### config.mk
export PLATFORM = sky130hd
export DESIGN_NAME = tmc_timers
export DESIGN_NICKNAME = d
export VERILOG_FILES = /design/src/tmc_pkg.sv /design/src/tmc_sync.sv /design/src/tmc_timers.sv
export VERILOG_INCLUDE_DIRS = /design/src /design/src/src
export SDC_FILE = /design/constraint.sdc
export NUM_CORES = 1
export LEC_CHECK = 0
export ABC_AREA = 1
export BUFFER_PORTS_ARGS = -buffer_cell sky130_fd_sc_hd__clkbuf_2
export CELL_PAD_IN_SITES_DETAIL_PLACEMENT = 1
export CELL_PAD_IN_SITES_GLOBAL_PLACEMENT = 1
export CORE_ASPECT_RATIO = 0.7
export CORE_MARGIN = 4
export CORE_UTILIZATION = 35
export CTS_CLUSTER_DIAMETER = 80
export DETAILED_ROUTE_END_ITERATION = 12
export HOLD_SLACK_MARGIN = 0.06
export PLACE_DENSITY = 0.74
export SLEW_MARGIN = 20
export SYNTH_ARGS = -nofsm -noshare
export SYNTH_HDL_FRONTEND = slang
export SYNTH_SLANG_ARGS = --single-unit
### constraint.sdc
create_clock -name core_clk_i -period 1.4 [get_ports core_clk_i]
set_input_delay 0.14 -clock core_clk_i [delete_from_list [all_inputs] [get_ports core_clk_i]]
set_output_delay 0.14 -clock core_clk_i [all_outputs]
set_load 0.1 [all_outputs]
### src/tmc_defines.svh
// Register indices, field positions, reset values and timing counts of the timer block.
`ifndef TMC_DEFINES_SVH
`define TMC_DEFINES_SVH

// Register indices; the byte address on the bus is four times the index.
`define TMC_IDX_CTRL      8'h88
`define TMC_IDX_MODE      8'h89
`define TMC_IDX_T0_LOW    8'h8A
`define TMC_IDX_T1_LOW    8'h8B
`define TMC_IDX_T0_HIGH   8'h8C
`define TMC_IDX_T1_HIGH   8'h8D
`define TMC_IDX_IRQ_STAT  8'h98
`define TMC_IDX_IRQ_MASK  8'h99

// Control register field positions.
`define TMC_CTRL_TMR1_FLAG 7
`define TMC_CTRL_TMR1_RUN  6
`define TMC_CTRL_TMR0_FLAG 5
`define TMC_CTRL_TMR0_RUN  4

// Mode register field positions.
`define TMC_MODE_GATE_EN  3
`define TMC_MODE_CT0      2
`define TMC_MODE_SEL_HI   1
`define TMC_MODE_SEL_LO   0

// Interrupt status and mask bit positions.
`define TMC_IRQ_T0        0
`define TMC_IRQ_T1        1

// Reset values.
`define TMC_RST_BYTE      8'h00
`define TMC_RST_IRQ       2'h0

// Timer mode advances once every this many system clock cycles.
`define TMC_TICK_CYCLES   2

`endif

### src/tmc_pkg.sv
// Types shared by the timer block.
package tmc_pkg;

    // Timer0 counter structure selected by the mode field.
    typedef enum logic [1:0] {
        TMC_MODE_13BIT  = 2'b00,
        TMC_MODE_16BIT  = 2'b01,
        TMC_MODE_RELOAD = 2'b10,
        TMC_MODE_SPLIT  = 2'b11
    } tmc_mode_type;

endpackage

### src/tmc_sync.sv
// Two flip-flop synchroniser for pin inputs.
module tmc_sync #(
    parameter int WIDTH = 2
) (
    // Clock and reset.
    input  wire logic             core_clk_i,
    input  wire logic             rst_i,
    // Asynchronous inputs and synchronised outputs.
    input  wire logic [WIDTH-1:0] async_i,
    output logic      [WIDTH-1:0] sync_o
);

    logic [WIDTH-1:0] stage1_reg;
    logic [WIDTH-1:0] stage2_reg;

    // The first stage feeds only the second stage.
    always_ff @(posedge core_clk_i) begin
        if (rst_i) begin
            stage1_reg <= '0;
            stage2_reg <= '0;
        end else begin
            stage1_reg <= async_i;
            stage2_reg <= stage1_reg;
        end
    end

    assign sync_o = stage2_reg;

endmodule

### src/tmc_timers.sv
// Timer0 and Timer1 counters with a classic Wishbone register slave.
// Functional notes
// - Mode 01 forms a 16-bit count; mode 10 reloads low byte from high at overflow.
// - Mode 11: low byte is an 8-bit counter with Timer0 run and flag.
// - Mode 11: high byte counts on Timer1 run bit and sets Timer1 flag.
// - Timer0 low and high bytes are read/write and reset to zero.
// - Timer1 low and high bytes are read/write and reset to zero.
// - Timer mode advances Timer0 once every two system clocks.
// - Counter mode advances Timer0 on each falling edge of its count input.
// - With gating on, Timer0 counts only while interrupt 0 input high and run set.
// - Timer0 overflow sets its flag; interrupt vectoring clears it.
//
// Local design decision: the Wishbone interface to the registers.
`include "tmc_defines.svh"

module tmc_timers
    import tmc_pkg::*;
#(
    parameter int ADDR_W = 10
) (
    // Clock and reset.
    input  wire logic              core_clk_i,
    input  wire logic              rst_i,
    // Wishbone slave.
    input  wire logic              wb_cyc_i,
    input  wire logic              wb_stb_i,
    input  wire logic              wb_we_i,
    input  wire logic [ADDR_W-1:0] wb_adr_i,
    input  wire logic [3:0]        wb_sel_i,
    input  wire logic [31:0]       wb_dat_i,
    output logic      [31:0]       wb_dat_o,
    output logic                   wb_ack_o,
    // Pins.
    input  wire logic              timer0_count_input_i,
    input  wire logic              external_interrupt0_input_i,
    // Interrupt vectoring acknowledges from the processor.
    input  wire logic              timer0_vector_ack_i,
    input  wire logic              timer1_vector_ack_i,
    // Interrupt output.
    output logic                   irq_o
);

    // Decodes a word-aligned access to one register index.
    function automatic logic reg_hit(input logic [ADDR_W-1:0] adr, input logic [7:0] idx);
        reg_hit = (adr[1:0] == 2'b00) && (adr[ADDR_W-1:2] == idx);
    endfunction

    logic [7:0]  t0_low_reg,  t0_low_next;
    logic [7:0]  t0_high_reg, t0_high_next;
    logic [7:0]  t1_low_reg,  t1_low_next;
    logic [7:0]  t1_high_reg, t1_high_next;
    logic [7:0]  ctrl_reg,    ctrl_next;
    logic [3:0]  mode_reg,    mode_next;
    logic [1:0]  stat_reg,    stat_next;
    logic [1:0]  mask_reg,    mask_next;
    logic        div_reg,     div_next;
    logic        t0_pin_reg,  t0_pin_next;
    logic        ack_reg,     ack_next;
    logic [31:0] dat_reg,     dat_next;
    logic [1:0]  pins_sync;
    logic        t0_pin_s;
    logic        external_interrupt0_input_s;
    logic        t0_fall;
    logic        tick0;
    logic        run0;
    logic        inc_low;
    logic        ov0;
    logic        ov1;
    logic        wr_fire;
    tmc_mode_type mode0;

    // Pin inputs pass two flip-flops before any logic reads them.
    tmc_sync #(
        .WIDTH(2)
    ) u_sync (
        .core_clk_i(core_clk_i),
        .rst_i     (rst_i),
        .async_i   ({external_interrupt0_input_i, timer0_count_input_i}),
        .sync_o    (pins_sync)
    );

    // Count enables and bus write strobe.
    assign t0_pin_s = pins_sync[0];
    assign external_interrupt0_input_s   = pins_sync[1];
    assign t0_fall  = t0_pin_reg & ~t0_pin_s;
    assign mode0    = tmc_mode_type'(mode_reg[`TMC_MODE_SEL_HI:`TMC_MODE_SEL_LO]);
    assign tick0    = mode_reg[`TMC_MODE_CT0] ? t0_fall : div_reg;
    assign run0     = ctrl_reg[`TMC_CTRL_TMR0_RUN] & (~mode_reg[`TMC_MODE_GATE_EN] | external_interrupt0_input_s);
    assign inc_low  = run0 & tick0;
    assign wr_fire  = wb_cyc_i & wb_stb_i & wb_we_i & ack_reg & wb_sel_i[0];

    // Next state of counters, flags and interrupt registers.
    always_comb begin
        t0_low_next  = t0_low_reg;
        t0_high_next = t0_high_reg;
        t1_low_next  = t1_low_reg;
        t1_high_next = t1_high_reg;
        ctrl_next    = ctrl_reg;
        mode_next    = mode_reg;
        mask_next    = mask_reg;
        div_next     = ~div_reg;
        t0_pin_next  = t0_pin_s;
        ov0          = 1'b0;
        ov1          = 1'b0;
        // Timer0 low byte and the structures built on it.
        if (inc_low) begin
            case (mode0)
                TMC_MODE_13BIT: begin
                    t0_low_next[4:0] = 5'(t0_low_reg[4:0] + 5'h01);
                    if (t0_low_reg[4:0] == 5'h1F) begin
                        t0_high_next = 8'(t0_high_reg + 8'h01);
                        ov0          = (t0_high_reg == 8'hFF);
                    end
                end
                TMC_MODE_16BIT: begin
                    t0_low_next = 8'(t0_low_reg + 8'h01);
                    if (t0_low_reg == 8'hFF) begin
                        t0_high_next = 8'(t0_high_reg + 8'h01);
                        ov0          = (t0_high_reg == 8'hFF);
                    end
                end
                TMC_MODE_RELOAD: begin
                    if (t0_low_reg == 8'hFF) begin
                        t0_low_next = t0_high_reg;
                        ov0         = 1'b1;
                    end else begin
                        t0_low_next = 8'(t0_low_reg + 8'h01);
                    end
                end
                TMC_MODE_SPLIT: begin
                    t0_low_next = 8'(t0_low_reg + 8'h01);
                    ov0         = (t0_low_reg == 8'hFF);
                end
                default: begin
                    t0_low_next = t0_low_reg;
                end
            endcase
        end
        // In split mode the high byte borrows Timer1's run bit and flag.
        if (mode0 == TMC_MODE_SPLIT) begin
            if (ctrl_reg[`TMC_CTRL_TMR1_RUN] && div_reg) begin
                t0_high_next = 8'(t0_high_reg + 8'h01);
                ov1          = (t0_high_reg == 8'hFF);
            end
        end else if (ctrl_reg[`TMC_CTRL_TMR1_RUN] && div_reg) begin
            // Timer1 runs as a 16-bit timer while its run bit is its own.
            t1_low_next = 8'(t1_low_reg + 8'h01);
            if (t1_low_reg == 8'hFF) begin
                t1_high_next = 8'(t1_high_reg + 8'h01);
                ov1          = (t1_high_reg == 8'hFF);
            end
        end
        // Vectoring clears a flag.
        if (timer0_vector_ack_i) begin
            ctrl_next[`TMC_CTRL_TMR0_FLAG] = 1'b0;
        end
        if (timer1_vector_ack_i) begin
            ctrl_next[`TMC_CTRL_TMR1_FLAG] = 1'b0;
        end
        stat_next = stat_reg;
        // Software writes override the counting for this cycle.
        if (wr_fire) begin
            if (reg_hit(wb_adr_i, `TMC_IDX_T0_LOW)) begin
                t0_low_next = wb_dat_i[7:0];
            end
            if (reg_hit(wb_adr_i, `TMC_IDX_T0_HIGH)) begin
                t0_high_next = wb_dat_i[7:0];
            end
            if (reg_hit(wb_adr_i, `TMC_IDX_T1_LOW)) begin
                t1_low_next = wb_dat_i[7:0];
            end
            if (reg_hit(wb_adr_i, `TMC_IDX_T1_HIGH)) begin
                t1_high_next = wb_dat_i[7:0];
            end
            if (reg_hit(wb_adr_i, `TMC_IDX_CTRL)) begin
                ctrl_next = {wb_dat_i[7:4], 4'h0};
            end
            if (reg_hit(wb_adr_i, `TMC_IDX_MODE)) begin
                mode_next = wb_dat_i[3:0];
            end
            if (reg_hit(wb_adr_i, `TMC_IDX_IRQ_STAT)) begin
                stat_next = stat_reg & ~wb_dat_i[1:0];
            end
            if (reg_hit(wb_adr_i, `TMC_IDX_IRQ_MASK)) begin
                mask_next = wb_dat_i[1:0];
            end
        end
        // Hardware sets win over any clear in the same cycle.
        if (ov0) begin
            ctrl_next[`TMC_CTRL_TMR0_FLAG] = 1'b1;
            stat_next[`TMC_IRQ_T0]   = 1'b1;
        end
        if (ov1) begin
            ctrl_next[`TMC_CTRL_TMR1_FLAG] = 1'b1;
            stat_next[`TMC_IRQ_T1]   = 1'b1;
        end
    end

    // Registers of the counters, flags and interrupt logic.
    always_ff @(posedge core_clk_i) begin
        if (rst_i) begin
            t0_low_reg  <= `TMC_RST_BYTE;
            t0_high_reg <= `TMC_RST_BYTE;
            t1_low_reg  <= `TMC_RST_BYTE;
            t1_high_reg <= `TMC_RST_BYTE;
            ctrl_reg    <= `TMC_RST_BYTE;
            mode_reg    <= 4'h0;
            stat_reg    <= `TMC_RST_IRQ;
            mask_reg    <= `TMC_RST_IRQ;
            div_reg     <= 1'b0;
            t0_pin_reg  <= 1'b0;
        end else begin
            t0_low_reg  <= t0_low_next;
            t0_high_reg <= t0_high_next;
            t1_low_reg  <= t1_low_next;
            t1_high_reg <= t1_high_next;
            ctrl_reg    <= ctrl_next;
            mode_reg    <= mode_next;
            stat_reg    <= stat_next;
            mask_reg    <= mask_next;
            div_reg     <= div_next;
            t0_pin_reg  <= t0_pin_next;
        end
    end

    // Bus answer: ack one cycle after the request, read data in the same register.
    always_comb begin
        ack_next = wb_cyc_i & wb_stb_i & ~ack_reg;
        dat_next = dat_reg;
        if (ack_next) begin
            dat_next = 32'h0000_0000;
            if (!wb_we_i) begin
                if (reg_hit(wb_adr_i, `TMC_IDX_T0_LOW)) begin
                    dat_next[7:0] = t0_low_reg;
                end
                if (reg_hit(wb_adr_i, `TMC_IDX_T0_HIGH)) begin
                    dat_next[7:0] = t0_high_reg;
                end
                if (reg_hit(wb_adr_i, `TMC_IDX_T1_LOW)) begin
                    dat_next[7:0] = t1_low_reg;
                end
                if (reg_hit(wb_adr_i, `TMC_IDX_T1_HIGH)) begin
                    dat_next[7:0] = t1_high_reg;
                end
                if (reg_hit(wb_adr_i, `TMC_IDX_CTRL)) begin
                    dat_next[7:0] = ctrl_reg;
                end
                if (reg_hit(wb_adr_i, `TMC_IDX_MODE)) begin
                    dat_next[3:0] = mode_reg;
                end
                if (reg_hit(wb_adr_i, `TMC_IDX_IRQ_STAT)) begin
                    dat_next[1:0] = stat_reg;
                end
                if (reg_hit(wb_adr_i, `TMC_IDX_IRQ_MASK)) begin
                    dat_next[1:0] = mask_reg;
                end
            end
        end
    end

    // Registers of the bus answer.
    always_ff @(posedge core_clk_i) begin
        if (rst_i) begin
            ack_reg <= 1'b0;
            dat_reg <= 32'h0000_0000;
        end else begin
            ack_reg <= ack_next;
            dat_reg <= dat_next;
        end
    end

    assign wb_ack_o = ack_reg;
    assign wb_dat_o = dat_reg;
    assign irq_o    = |(stat_reg & mask_reg);
endmodule

---- Word level (Yosys, flattened, before mapping) ----
Index checks and enable logic that the tools add are counted.
cells by class
  add/subtract/negate cells ............... 5
  equality and inequality tests ........... 16
  muxes and demuxes ....................... 52
  bitwise logic cells ..................... 16
  reduce and logical (&&, ||, !) cells .... 22
operator list
  kind                 number
  $mux 8               28
  $eq 8x8->1 const B   12
  $add 8x1->8 const B  4
  $pmux 8 s2           1
  $mux 1               15
  $pmux 5 s3           1
  $reduce_and 2->1     5
  $logic_and 1x1->1    9
  $and 1x1->1          8
  $mux 2               4
  $reduce_bool 2->1    4
  $pmux 3 s2           1
  $add 5x1->5 const B  1
  $eq 5x5->1 const B   1
  $and 2x2->2          2
  $eq 2x2->1 const B   2
  $logic_not 2->1      2
  $mux 4               1
  $not 1->1            4
  $pmux 1 s4           1
  $reduce_or 2->1      2
  $eq 2x1->1 const B   1
  $not 2->2            1
  $or 1x1->1           1
storage, ports and cells
  flip-flop bits (word level) ............. 59
  input port bits ......................... 55
  output and inout port bits .............. 34

---- Depth between registers and ports, before layout ----
  depth after elaboration ................. 11
  depth in mapped cells ................... 12

---- By module ----
From an unflattened synthesis, not the netlist that was laid out.
second synthesis, totals
  cells, all modules ...................... 591
  area total of the unflattened synthesis .. 3915.0 um2
modules (own cells, without submodules)
  module      times used  cells an instance  area an instance (um2)  seq. area each (um2)
  tmc_timers  1           579                3804.9                  1101.1
  tmc_sync    1           12                 110.1                   80.1

---- Worst setup path after synthesis ----
Ideal clock, no wire load.
  kind .................................... reg-to-reg
  start point ............................. reg ack_reg, in the netlist wb_ack_o
  end point ............................... reg t0_high_reg[3]
  setup time .............................. 0.114 ns
  arrival ................................. 1.871 ns
  data required time ...................... 1.286 ns
  path slack .............................. -0.585 ns
  stages on the path, launching flop included .. 8
  period minus slack after synthesis ...... 1.985 ns
  cells stage by stage .................... dfxtp_1 and3_1 buf_6 nand3_2 buf_2 o21ai_0 o21bai_1 inv_1
on the way
  longest elaborated chain between the ends .. 3
ends and longest elaborated chain
  element                   line               source
  start, declared           tmc_timers.sv:58   logic ack_reg, ack_next;
  start signal, assigned    tmc_timers.sv:267  ack_reg <= ack_next;
  $and 1x1->1 (2 in a row)  tmc_timers.sv:90   assign wr_fire = wb_cyc_i & wb_stb_i & wb_we_i & ack_reg & wb_sel_i[0];
  $mux 8                    tmc_timers.sv:162  if (wr_fire) begin
  end signal, assigned      tmc_timers.sv:203  t0_high_reg <= `TMC_RST_BYTE;
  end signal, assigned      tmc_timers.sv:214  t0_high_reg <= t0_high_next;
  end, declared             tmc_timers.sv:49   logic [7:0] t0_high_reg, t0_high_next;
Every way passes these cells.
A chain may end at the register's enable or synchronous reset.

---- Final worst setup path ----
  start point ............................. reg t1_low_reg[0]
  end point ............................... reg t1_high_reg[4]
on the way
  longest elaborated chain between the ends .. 6
ends and longest elaborated chain
  element                 line               source
  start, declared         tmc_timers.sv:50   logic [7:0] t1_low_reg, t1_low_next;
  start signal, assigned  tmc_timers.sv:204  t1_low_reg <= `TMC_RST_BYTE;
  start signal, assigned  tmc_timers.sv:215  t1_low_reg <= t1_low_next;
  $eq 8x8->1 (*)          tmc_timers.sv:148  if (t1_low_reg == 8'hFF) begin
  $mux 8 (*)              tmc_timers.sv:148
  $mux 8 (*)              tmc_timers.sv:145  end else if (ctrl_reg[`TMC_CTRL_TMR1_RUN] && div_reg) begin
  $mux 8 (*)              tmc_timers.sv:140  if (mode0 == TMC_MODE_SPLIT) begin
  $mux 8                  tmc_timers.sv:172  if (reg_hit(wb_adr_i, `TMC_IDX_T1_HIGH)) begin
  $mux 8 (*)              tmc_timers.sv:162
  end signal, assigned    tmc_timers.sv:205  t1_high_reg <= `TMC_RST_BYTE;
  end signal, assigned    tmc_timers.sv:216  t1_high_reg <= t1_high_next;
  end, declared           tmc_timers.sv:51   logic [7:0] t1_high_reg, t1_high_next;
Mark *: on every way between the ends. The rest lies on a longest branch, timed or not.

==> impl_metrics.py <==
metrics = {
    "power": {
        "p_per_area_nw_per_um2": 774,
        "p_clk_frac": 0.511,
        "seqPwrFrac": 0.369,
        "power_switching_w": 0.00126,
        "leakagePower_nw": 2.79,
        "comb_power_share": 0.120,
        "p_int_w": 0.00330,
        "finalPower_w": 0.00456,
        "netSwitchingFraction": 0.276,
        "ir_drop_mv": 0.522,
    },
    "critical_path": {
        "crit_path_start_kind": "flip-flop",
        "crit_fanout": 4,
        "cp.arrival_ns": 1.88,
        "crit_path_end_kind": "flip-flop",
        "cp_top_family": "simple AND/OR/NAND/NOR gates",
        "cp_cell_sequence": "ha_4 -> nand3_4 -> nor2_4 -> inv_4 -> nor2_4 -> nand4_1 -> nand2_1 -> nand2_1 -> o21bai_1 -> inv_1",
        "max_stage_delay_ns": 0.36,
        "required_ns": 1.62,
        "crit_slowest_cell": "dfxtp_2",
        "critPathKind": "reg -> reg",
        "crit_buf_inv": 2,
    },
    "yosys": {
        "avgSynthCellArea_um2": 6.79,
        "yosys_warnings": 0,
        "synth_edf_count": 0,
        "yosysSeqAreaShare": 0.294,
        "ys_seq_elements": 59,
        "synth.distinct_cells": 43,
        "yosysMostFrequentCell": "nand2_1",
        "synth_top_area_cell": "dfxtp_1",
        "synthCells": 592,
        "synth_top_area_frac": 0.294,
        "synth_commonest_cells": "nand2_1 (101), inv_1 (85), o21ai_0 (62), dfxtp_1 (59), nor2_1 (46)",
        "ys_async_sr_fraction": 0,
        "synth_area_leaders": "dfxtp_1 (29%), nand2_1 (9.4%), inv_1 (7.9%)",
        "synthFlopType": "dfxtp_1",
        "syn_area_um2": 4020,
    },
    "cts": {
        "cts_buffer_depth": 2,
        "clkSinkCount": 59,
        "h-tree-depth": 3,
        "cts_made_buffers": 9,
        "clk_pin_slew_ns": 0.05,
        "cts_tree": "done",
        "root_buffer": "clkbuf_16",
        "clk_latency_ns": 0.33,
    },
    "route": {
        "routed_via_density": 5.16,
        "first_pass_iters": 5,
        "ant_nets": 0,
        "drt_wl_total_mm": 16.8,
        "vias": 4568,
        "drc_errors": 0,
        "drt_first_iter_violations": 355,
        "post_drt_wl_per_cell_um": 19.0,
    },
    "global_route": {
        "antenna_found_initial": 0,
        "grt_pass1_vias": 4618,
        "grt_util_all_layers": 0.248,
        "grt_max_degree": 39,
        "grt_overflow_total": 0,
        "grt_pass1_wl_mm": 25.4,
    },
    "outcome": {
        "violations": "setup timing",
        "outcome": "complete, but fails checks",
    },
    "cells_and_area": {
        "final_util": 0.530,
        "nets": 787,
        "area_delta_synth_final_pct": 46.7,
        "n_antenna_cell": 0,
        "drive_gt1_frac": 0.406,
    },
    "placement": {
        "portBuffers": 37,
        "gp_congestion": 0.896,
        "dp_hpwl_mm": 11.4,
    },
    "floorplanning": {
        "die_y_um": 97.7,
        "core_um2": 11100,
        "die_w_um": 136,
        "initial_core_util": 0.361,
        "ios": 89,
        "placementRows": 32,
        "die_area_um2": 13300,
    },
    "sta": {
        "max_freq_mhz": 604,
        "finalHoldViolations": 0,
        "setup_violations": 31,
        "slew_headroom": 0.625,
        "layout_setup_ws_ns": -0.256,
        "whs_ns": 0.159,
        "slew_viol_final": 0,
        "post-route-period-util": 1.18,
        "rsz0062_at_grt": "yes",
        "fin_worst_skew_ns": 0.00647,
        "period_minus_slack_ns": 1.66,
        "tns_ns": -3.91,
        "worstMarginPinSlew_ns": 0.564,
    },
    "min_path": {
        "min_path_type": "in -> reg",
    },
    "run": {
        "drv_cap": 0,
    },
}
## cells by family after synthesis
kind of cell	Yosys count	share of synthesized area
other cells	1	0.000933
fa+ha+maj	5	0.0156
buf+inv	133	0.158
simple gates	234	0.296
compound gates	146	0.205
xor+xnor	14	0.0305
flops	59	0.294
## power groups by stage
stage | clock [W] | sequential (W) | combinational [W]
2_1_floorplan | 0 | 0.00173 | 0.000433
3_3_place_gp | 0 | 0.00172 | 0.000517
3_5_place_dp | 0 | 0.00172 | 0.000526
4_1_cts | 0.00236 | 0.00169 | 0.000535
5_1_grt | 0.00244 | 0.00169 | 0.000575
6_report | 0.00233 | 0.00169 | 0.000549
## layer usage
layer | GRT usage | vias up | wire [um]
met4 | 0.0682 | 0 | 397
met5 | 0 | - | 0
li1 | - | 2156 | -
met2 | 0.386 | 157 | 7880
met1 | 0.350 | 2217 | 7500
met3 | 0.0466 | 38 | 1050
## repair_timing
action / 4_1_cts / 5_1_grt
setup buffers: 5 / 10
hold endpoints to repair: 2 / 0
gates cloned: 1 / 0
setup endpoints to repair: 33 / 43
gates resized for setup: 74 / 51
hold buffers: 2 / 0
pin swaps: 27 / 37
## tightest hold or removal path, cell delays in order
cell and delay, ns:
clkbuf_2 0.12, nor2_4 0.06, nand2_1 0.07, a21oi_1 0.05
## path summary, 6_finish.rpt
| check | endpoint | slack (ns) | from | depth (start not counted) |
|---|---|---|---|---|
| max reg2reg | t1_high_reg[4] | -0.26 | t1_low_reg[0] | 10 |
| min | wb_dat_o[3] | 0.16 | wb_we_i | 4 |
| max | t1_high_reg[4] | -0.26 | t1_low_reg[0] | 10 |
| min reg2reg | u_sync.sync_o[1] | 0.41 | u_sync.stage1_reg[1] | 2 |
## cell type report
type | instances | area (um2)
Inverter | 96 | 380
Multi-Input combinational cell | 424 | 2780
Timing Repair Buffer | 137 | 1010
Fill cell | 1427 | 5240
Sequential cell | 59 | 1220
Clock inverter | 1 | 30.0
Clock buffer | 15 | 279
Tap cell | 153 | 191
## metrics by stage
step | setup WS [ns] | instances | instance area [um2]
2_1_floorplan | -0.0704 | 615 | 4220
3_3_place_gp | -0.205 | 853 | 5000
3_5_place_dp | -0.313 | 853 | 5000
4_1_cts | -0.141 | 876 | 5650
5_1_grt | -0.355 | 885 | 5890
6_report | -0.256 | 885 | 5890
## placed cells by master (no fill, tap or decap), types with 8 or more instances in the layout
master | synthesis | layout
nand2_1 | 101 | 88
buf_4 | 25 | 87
inv_1 | 85 | 77
o21ai_0 | 62 | 45
dfxtp_1 | 59 | 43
clkbuf_2 | 0 | 36
nor2_1 | 46 | 35
a21oi_1 | 42 | 32
nand3_1 | 34 | 24
conb_1 | 1 | 24
o21ai_1 | 13 | 22
nor2_4 | 9 | 19
nand2_2 | 10 | 16
nand3_2 | 6 | 14
inv_2 | 7 | 12
clkbuf_16 | 0 | 10
nand2_4 | 3 | 9
a21oi_2 | 0 | 9
dfxtp_2 | 0 | 9
buf_6 | 4 | 9
xor2_1 | 12 | 8
Note: power is estimated with default switching activity, not from simulation.
